==> src/core/sfwp_pkg.sv <==
// Behaviour
// - status bit 0 is read-only busy flag, set while an internal write runs.
// - status bit 1 is volatile write latch flag, cleared by default.
// - status bits 2..5 are four writable range-protect bits.
// - status bit 6 is writable quad enable, default off.
// - status bit 7 is writable status lock bit, default off.
// - top bit 0: codes 1..6 protect uppermost 1,2,4,8,16,32 blocks.
// - top bit 1: codes 9..14 protect lowest 1,2,4,8,16,32 blocks.
// - codes 0111 and 1111 protect all sixty-four blocks.
// - program or erase into a protected block is refused.
// - full erase runs only when all four protect bits are zero.
// - write-type commands execute only if clock count is a multiple of eight.
// - status write ignored while lock bit set and write-guard pin low.
// - write-type commands ignored unless write latch flag is set.
// - write latch clears on operation completion and on write-disarm.
// - eight-bit instruction register, shifted in most significant bit first.
// - serial input sampled on rising serial clock while selected.
// - transaction starts with one command byte, then address and/or data.
package sfwp_pkg;
    localparam logic [7:0] CMD_WRITE_ARM = 8'h06;
    localparam logic [7:0] CMD_WRITE_DISARM = 8'h04;
    localparam logic [7:0] CMD_STATUS_WRITE = 8'h01;
    localparam logic [7:0] CMD_PAGE_PROG = 8'h02;
    localparam logic [7:0] CMD_QUAD_PROG = 8'h32;
    localparam logic [7:0] CMD_SECTOR_ERASE_A = 8'hD7;
    localparam logic [7:0] CMD_SECTOR_ERASE_B = 8'h20;
    localparam logic [7:0] CMD_BLOCK_ERASE = 8'hD8;
    localparam logic [7:0] CMD_FULL_ERASE_A = 8'hC7;
    localparam logic [7:0] CMD_FULL_ERASE_B = 8'h60;
    localparam logic [7:0] CMD_READ_STATUS = 8'h05;
    localparam int BIT_BUSY = 0;
    localparam int BIT_LATCH = 1;
    localparam int BIT_PROT_LO = 2;
    localparam int BIT_QUAD = 6;
    localparam int BIT_LOCK = 7;
    localparam logic [7:0] STATUS_RESET = 8'h00;
    localparam logic [3:0] PROT_ALL_CODE = 4'h7;
    localparam logic [5:0] LAST_BLOCK = 6'h3F;
    localparam int BLK_MSB = 21;
    localparam int BLK_LSB = 16;
    localparam logic [5:0] CNT_CMD_BITS = 6'h08;
    localparam logic [5:0] CNT_STATUS_BITS = 6'h10;
    localparam logic [5:0] CNT_ADDR_BITS = 6'h20;
    localparam logic [2:0] BYTE_MASK = 3'h0;
    // busy count of a committed write, in core cycles; busy then holds until OP_DONE
    localparam logic [7:0] BUSY_CYCLES = 8'h40;
    typedef enum logic [1:0] {
        SFWP_IDLE = 2'b00,
        SFWP_BUSY = 2'b01
    } sfwp_state_t;
endpackage

==> src/core/sfwp_core.sv <==
`timescale 1ns/1ps
module sfwp_core
    import sfwp_pkg::*;
(
    input wire logic CORE_CLK,
    input wire logic RST_N,
    input wire logic CHIP_SEL_N,
    input wire logic SER_CLK,
    input wire logic SER_IN,
    input wire logic WRITE_GUARD_N,
    output logic SER_OUT,
    output logic SER_OUT_EN,
    output logic [7:0] FLASH_STATUS,
    output logic QUAD_IO_ENABLE,
    output logic OP_START,
    output logic [7:0] OP_CMD,
    output logic [23:0] OP_ADDR,
    input wire logic OP_DONE
);
    // two-stage synchronisers for the chip-select, serial clock, serial data and write-guard pins
    logic [1:0] cs_sync_ff, sck_sync_ff, si_sync_ff, wg_sync_ff;
    logic sck_last_ff, cs_last_ff;
    logic [7:0] instr_ff;
    logic [23:0] addr_ff;
    logic [5:0] bit_cnt_ff;
    logic [2:0] frac_ff;
    logic [3:0] prot_ff;
    logic quad_ff, lock_ff, latch_ff;
    sfwp_state_t state_ff;
    logic [7:0] busy_cnt_ff;
    logic [7:0] shift_out_ff;
    logic op_start_ff;
    logic [7:0] op_cmd_ff;
    logic [23:0] op_addr_ff;

    always_ff @(posedge CORE_CLK) begin
        if (!RST_N) begin
            cs_sync_ff <= 2'h3;
            sck_sync_ff <= 2'h0;
            si_sync_ff <= 2'h0;
            wg_sync_ff <= 2'h3;
            sck_last_ff <= 1'b0;
            cs_last_ff <= 1'b1;
        end else begin
            cs_sync_ff <= {cs_sync_ff[0], CHIP_SEL_N};
            sck_sync_ff <= {sck_sync_ff[0], SER_CLK};
            si_sync_ff <= {si_sync_ff[0], SER_IN};
            wg_sync_ff <= {wg_sync_ff[0], WRITE_GUARD_N};
            sck_last_ff <= sck_sync_ff[1];
            cs_last_ff <= cs_sync_ff[1];
        end
    end

    wire selected = !cs_sync_ff[1];
    wire sck_rise = selected && sck_sync_ff[1] && !sck_last_ff;
    wire sck_fall = selected && !sck_sync_ff[1] && sck_last_ff;
    wire frame_end = cs_sync_ff[1] && !cs_last_ff;
    wire si_bit = si_sync_ff[1];
    wire busy = (state_ff == SFWP_BUSY);

    // protect range decode: lo..hi inclusive, empty when none
    wire [3:0] prot_code = prot_ff;
    wire [2:0] prot_size = prot_code[2:0];
    wire prot_all = (prot_size == PROT_ALL_CODE[2:0]);
    wire prot_none = (prot_size == 3'h0);
    // one wider than the block index so that a count of the whole array fits
    wire [6:0] blk_total = {1'b0, LAST_BLOCK} + 7'h01;
    wire [6:0] prot_count = prot_all ? blk_total : (7'h01 << (prot_size - 3'h1));
    wire [5:0] blk = addr_ff[BLK_MSB:BLK_LSB];
    wire [6:0] blk_w = {1'b0, blk};
    wire in_upper = (blk_w >= (blk_total - prot_count));
    wire in_lower = (blk_w < prot_count);
    wire target_prot = !prot_none && (prot_all || (prot_code[3] ? in_lower : in_upper));

    wire cmd_prog = (instr_ff == CMD_PAGE_PROG) || (instr_ff == CMD_QUAD_PROG);
    wire cmd_erase = (instr_ff == CMD_SECTOR_ERASE_A) || (instr_ff == CMD_SECTOR_ERASE_B)
        || (instr_ff == CMD_BLOCK_ERASE);
    wire cmd_full = (instr_ff == CMD_FULL_ERASE_A) || (instr_ff == CMD_FULL_ERASE_B);
    wire cmd_swr = (instr_ff == CMD_STATUS_WRITE);
    wire whole_bytes = (frac_ff == BYTE_MASK);
    wire swr_locked = lock_ff && !wg_sync_ff[1];
    // the status byte is the first after the command; later bytes pushed it
    // further up the address shifter, so shift it back down by the excess
    wire [23:0] swr_word = addr_ff >> (bit_cnt_ff - CNT_STATUS_BITS);
    wire [7:0] swr_byte = swr_word[7:0];
    wire can_write = frame_end && latch_ff && !busy && whole_bytes;
    wire do_swr = can_write && cmd_swr && (bit_cnt_ff >= CNT_STATUS_BITS) && !swr_locked;
    wire do_prog = can_write && cmd_prog && (bit_cnt_ff >= CNT_ADDR_BITS) && !target_prot;
    wire do_erase = can_write && cmd_erase && (bit_cnt_ff == CNT_ADDR_BITS) && !target_prot;
    wire do_full = can_write && cmd_full && (bit_cnt_ff == CNT_CMD_BITS)
        && (prot_code == 4'h0);
    wire do_arm = frame_end && (instr_ff == CMD_WRITE_ARM) && (bit_cnt_ff == CNT_CMD_BITS);
    wire do_disarm = frame_end && (instr_ff == CMD_WRITE_DISARM)
        && (bit_cnt_ff == CNT_CMD_BITS);
    wire start_op = do_swr || do_prog || do_erase || do_full;
    wire op_finished = busy && (busy_cnt_ff == 8'h00) && OP_DONE;
    wire [5:0] cnt_sat = (bit_cnt_ff == CNT_ADDR_BITS) ? bit_cnt_ff : bit_cnt_ff + 6'h01;

    // serial shift-in, most significant bit first
    always_ff @(posedge CORE_CLK) begin
        if (!RST_N || frame_end) begin
            instr_ff <= 8'h00;
            addr_ff <= 24'h00_0000;
            bit_cnt_ff <= 6'h00;
            frac_ff <= 3'h0;
        end else if (sck_rise) begin
            frac_ff <= frac_ff + 3'h1;
            bit_cnt_ff <= cnt_sat;
            if (bit_cnt_ff < CNT_CMD_BITS)
                instr_ff <= {instr_ff[6:0], si_bit};
            else if (bit_cnt_ff < CNT_ADDR_BITS)
                addr_ff <= {addr_ff[22:0], si_bit};
        end
    end

    // status: non-volatile bits kept in core flops
    always_ff @(posedge CORE_CLK) begin
        if (!RST_N) begin
            prot_ff <= STATUS_RESET[BIT_PROT_LO +: 4];
            quad_ff <= STATUS_RESET[BIT_QUAD];
            lock_ff <= STATUS_RESET[BIT_LOCK];
        end else if (do_swr) begin
            prot_ff <= swr_byte[BIT_PROT_LO +: 4];
            quad_ff <= swr_byte[BIT_QUAD];
            lock_ff <= swr_byte[BIT_LOCK];
        end
    end

    always_ff @(posedge CORE_CLK) begin
        if (!RST_N)
            latch_ff <= STATUS_RESET[BIT_LATCH];
        else if (do_arm && !busy)
            latch_ff <= 1'b1;
        else if (do_disarm || op_finished)
            latch_ff <= 1'b0;
    end

    always_ff @(posedge CORE_CLK) begin
        if (!RST_N) begin
            state_ff <= SFWP_IDLE;
            busy_cnt_ff <= 8'h00;
        end else begin
            case (state_ff)
                SFWP_IDLE: begin
                    if (start_op) begin
                        state_ff <= SFWP_BUSY;
                        busy_cnt_ff <= BUSY_CYCLES;
                    end
                end
                SFWP_BUSY: begin
                    if (busy_cnt_ff != 8'h00)
                        busy_cnt_ff <= busy_cnt_ff - 8'h01;
                    else if (OP_DONE)
                        state_ff <= SFWP_IDLE;
                end
                default: state_ff <= SFWP_IDLE;
            endcase
        end
    end

    always_ff @(posedge CORE_CLK) begin
        if (!RST_N) begin
            op_start_ff <= 1'b0;
            op_cmd_ff <= 8'h00;
            op_addr_ff <= 24'h00_0000;
        end else begin
            op_start_ff <= start_op && !do_swr;
            if (start_op) begin
                op_cmd_ff <= instr_ff;
                op_addr_ff <= addr_ff;
            end
        end
    end

    // status readback, shifted out on falling serial clock
    wire [7:0] status_now = {lock_ff, quad_ff, prot_ff, latch_ff, busy};
    wire rd_status = selected && (instr_ff == CMD_READ_STATUS) && (bit_cnt_ff >= CNT_CMD_BITS);
    always_ff @(posedge CORE_CLK) begin
        if (!RST_N || !selected)
            shift_out_ff <= 8'h00;
        else if (sck_fall && rd_status)
            shift_out_ff <= (frac_ff == BYTE_MASK) ? status_now : {shift_out_ff[6:0], 1'b0};
    end

    assign SER_OUT = shift_out_ff[7];
    assign SER_OUT_EN = rd_status;
    assign FLASH_STATUS = status_now;
    assign QUAD_IO_ENABLE = quad_ff;
    assign OP_START = op_start_ff;
    assign OP_CMD = op_cmd_ff;
    assign OP_ADDR = op_addr_ff;
endmodule

==> config.mk <==
export PLATFORM = sky130hd
export DESIGN_NAME = sfwp_core
export DESIGN_NICKNAME = d
export VERILOG_FILES = /design/src/core/sfwp_pkg.sv /design/src/core/sfwp_core.sv
export SDC_FILE = /design/constraint.sdc
export NUM_CORES = 1
export LEC_CHECK = 0
export CAP_MARGIN = 0
export CORE_MARGIN = 2
export CORE_UTILIZATION = 55
export DETAILED_ROUTE_END_ITERATION = 10
export DONT_BUFFER_PORTS = 1
export PLACE_DENSITY_LB_ADDON = 0.15
export SKIP_LAST_GASP = 1
export SYNTH_ARGS = -nofsm -noshare
export SYNTH_HDL_FRONTEND = slang
export SYNTH_SLANG_ARGS = --single-unit
export TNS_END_PERCENT = 100
==> constraint.sdc <==
create_clock -name CORE_CLK -period 5.35 [get_ports CORE_CLK]
set_clock_uncertainty 0.1 [all_clocks]
set_input_delay 0 -clock CORE_CLK [delete_from_list [all_inputs] [get_ports CORE_CLK]]
set_output_delay 0 -clock CORE_CLK [all_outputs]
set_load 0.005 [all_outputs]
==> summary.md <==
| Metric | Value |
|---|---|
| WP data required | `5.56 ns` |
| Relative slew slack | `0.3778` |
| DRC errors left | `0` |
| Filler Cells Inserted | `922` |
| Post-Syn Area | `5704 µm²` |
| Top post-synthesis cells by area | `dfxtp_1, nand2_1, mux2i_1` |
| Crit-path slowest cell | `o211a_2` |
| Mean area per synthesized cell | `8.438 µm²` |
| Pre-Repair DR Iteration Count | `5` |
| Clock slew at the register clock pins of the worst setup and hold paths | `0.12 ns` |
| Number of different library cells in the post-synthesis netlist | `58` |
| Crit share post-route | `0.7456` |
| Total of flip-flops plus latches after synthesis | `108` |
| Maximum number of pins on one net before global-route repair | `94` |
| Top flip-flop cell by instance count after synthesis | `dfxtp_1` |
| Sequential cell area | `2162 µm²` |
| Multi-input combinational cell area | `3248 µm²` |
| Placed wire-length estimate | `9179 µm` |
| Most frequent cell after synthesis | `nand2_1` |
| Cell Count, Final, Fillers Out | `790` |
| Average wire per cell in the routed design | `16.97 µm` |
| Share of layout cells above drive strength 1 | `0.07798` |
| Fraction of synthesized cell area taken by the top area cell type | `0.3790` |
| Asr flop ratio synth | `0` |
| Leftover overflow at the end of global routing | `0` |
| Crit Path Class | `flop to flop` |
| Crit Path Max Fanout | `25` |
| Kind of cell adding the most delay to the critical path | `compound AO/OA/AOI/OAI gates` |
| DRT iter0 DRCs | `319` |
| Overall Global Routing Usage | `0.2445` |
| Die H | `105.8 µm` |
| I/O pin total | `51` |
| Fmax | `250.7 MHz` |
| Max-capacitance violation count | `0` |
| Core area | `10180 µm²` |
| Final-report hold violation count | `0` |
| Largest family of logic cells by synthesized area | `simple AND/OR/NAND/NOR gates` |
| Setup ws final | `1.361 ns` |
| Sequential cell area fraction in the yosys report | `0.3790` |
| Die width | `105.8 µm` |
| Flop-to-flop setup slack | `1.36 ns` |
| Sum of routed wire length over all layers | `13400 µm` |
| Worst Reg-to-Reg Cells | `12` |
| Die area | `11200 µm²` |
| Worst hold slack after final layout | `0.1350 ns` |
| H-tree lvl count | `3` |
| Simple-gate share of the synthesized area | `0.2428` |
| Setup crit end | `OP_CMD[5]$_SDFFE_PN0P_` |
| Adder-Cell Fraction of Synth Area | `0.04606` |
| Count of final setup violators | `0` |
| Number of buffers and inverters on the critical path | `1` |
| Gpl congestion | `0.9751` |
| # clock sinks | `108` |
| Cell count after placement | `767` |
| Stages on the worst setup path | `12` |
| Post-synthesis instance total | `676` |
| Leak pwr | `2.196 nW` |
| Area growth from synthesis to layout | `4.848%` |
| Synthesized netlist net count | `704` |
| Initial antenna violation count | `0` |
| Global-route wire length before repair | `21850 µm` |
| Critical R2R Launch | `prot_code[1]$_SDFFE_PN0P_` |
| Clock latency at the later pin of the worst-skew pair | `0.39 ns` |
| Run status | `finished, final reports clean` |
| Setup repair after global routing missed its margin | `false` |
| List of cells traversed by the critical path | `or3b_2 > ha_1 > o21ai_0 > a21oi_1 > a21oi_1 > ha_1 > o2111ai_1 > o21a_1 > o2111ai_1 > o211a_2 > buf_4 > mux2i_1` |
| CP Launch Type | `flop` |
| Largest area contributor in the synthesized netlist | `dfxtp_1` |
| Max-slew violation count | `0` |
| Number of buffers inserted during clock tree synthesis | `9` |
| Number of placement rows | `37` |
| Launching element of the worst setup path | `prot_code[1]$_SDFFE_PN0P_` |
| Ys Warns | `0` |
| Critical Path Max Stage Delay | `0.74 ns` |
| Clock root buffer master | `clkbuf_8` |
| Effective utilization at floorplan | `0.5601` |
| Sort of element at the end of the critical path | `flop` |
| Xor and xnor area share after synthesis | `0.01689` |
| Detail Route Antenna Nets | `0` |
| Layout net count | `677` |
| Endpoint of the lowest-slack register-to-register path | `OP_CMD[5]$_SDFFE_PN0P_` |
| Port bufs | `0` |
| Tmin final | `3.989 ns` |
| Synthesized-area fraction occupied by ao, oa, aoi and oai cells | `0.1101` |
| Top cells by count, synth | `nand2_1, dfxtp_1, a21oi_1` |
| Type of the tightest min-delay check | `input port to flop` |
| Via count of the routed design | `4665` |
| Portion of netlist area occupied by mux cells | `0.1527` |
| Maximum buffer depth of the clock tree | `2` |
| Power density relative to cell area | `225.3 nW/µm²` |
| Number of antenna cells inserted | `0` |
| Avg Vias per Cell | `5.905` |
| Total power after layout | `1.347 mW` |
| Worst ir drop on vdd | `0.1593 mV` |
| Setup Total Neg Slack | `0 ns` |
| Number of global-route vias before repair | `4375` |
| Clock tree from TritonCTS | `done` |
| Number of flops mapped to enable cells by yosys | `0` |
| Actual slew at the worst max-slew pin | `0.9320 ns` |
| Data arrival at the endpoint of the critical path | `4.19 ns` |
| Pre-CTS worst setup slack | `1.447 ns` |
[routing by layer]
layer	track usage	part of all wire	vias up
met5	0	0	-
met1	0.3203	0.44	2257
met2	0.4060	0.48	113
li1	-	-	2279
met4	0.06391	0.016	0
met3	0.05813	0.057	16
[stage by stage]
| stage | utilization | cell area (µm²) |
|---|---|---|
| floorplan | - | 5704 |
| global placement | 0.5586 | 5689 |
| detailed placement | 0.5586 | 5689 |
| CTS | 0.5872 | 5981 |
| global route | 0.5872 | 5981 |
| finish | 0.5872 | 5981 |
[cell type report]
type	count	area share
repair buffers	13	0.02218
clock inverters	7	0.01339
clock buffers	9	0.02071
well taps	136	0.02845
flip-flops and latches	108	0.3615
multi-input cells	500	0.5431
inverters	17	0.01067
[how the worst min path moves through the flow]
stage | cells after the start | start | endpoint | slack, ns
6_report | 2 | WRITE_GUARD_N | wg_sync_ff[0]$_SDFF_PN1_ | 0.13
5_1_grt | 2 | WRITE_GUARD_N | wg_sync_ff[0]$_SDFF_PN1_ | 0.14
4_1_cts | 2 | WRITE_GUARD_N | wg_sync_ff[0]$_SDFF_PN1_ | 0.13
3_5_place_dp | 1 | RST_N | cs_sync_ff[1]$_SDFF_PN1_ | -0.009
3_3_place_gp | 1 | RST_N | cs_sync_ff[0]$_SDFF_PN1_ | -0.01
2_1_floorplan | 1 | CHIP_SEL_N | cs_sync_ff[0]$_SDFF_PN1_ | 0.001
[logic make-up (layout without fill, tap and decap cells)]
kind of cell,after synthesis,in the layout
fa+ha+maj,21,21
simple gates,297,297
flops,108,108
buf+inv,68,46
xor+xnor,11,11
mux,68,68
compound gates,103,103
[power breakdown]
part / switching [mW] / total, mW / internal, mW
combinational: 0.0215 / 0.0318 / 0.0104
sequential: 0.00163 / 0.809 / 0.807
clock: 0.321 / 0.507 / 0.186
[registers in the layout, indices dropped and copies added, names as in the netlist]
signal	count
OP_ADDR	24
OP_CMD	8
OP_START	1
QUAD_IO_ENABLE	1
addr_ff	24
bit_cnt_ff	6
busy_cnt_ff	8
cs_last_ff	1
cs_sync_ff	2
frac_ff	3
instr_ff	8
latch_ff	1
lock_ff	1
prot_code	4
sck_last_ff	1
sck_sync_ff	2
shift_out_ff	8
si_sync_ff	2
state_ff	1
wg_sync_ff	2
[placed cells by master (no fill, tap or decap), types with 3 or more instances in the layout]
cell type,netlist,layout
a22oi_1,3,3
nand3_1,17,17
mux2i_1,51,51
nand2_1,158,158
nor4b_1,4,4
nor3_1,7,6
a31o_2,3,3
a21oi_1,56,56
dlygate4sd3_1,0,6
o21a_1,3,3
inv_1,16,16
nor2_1,42,42
dfxtp_1,108,108
ha_1,21,21
o21ai_0,13,13
nand4_1,6,6
and3_1,5,5
clkbuf_8,0,9
nor3b_1,6,6
nor4_1,4,4
xor2_1,6,6
xnor2_1,5,5
a21o_1,4,4
and2_1,9,9
mux4_2,15,15
nand3b_1,5,5
buf_4,4,6
or3_1,6,6
nand2b_1,12,12
[repair_timing]
action,4_1_cts,5_1_grt
gates resized for setup,0,0
hold buffers,7,0
endpoints found under the hold margin,72,0
buffers inserted,0,0
(Power assumes the default switching activity.)
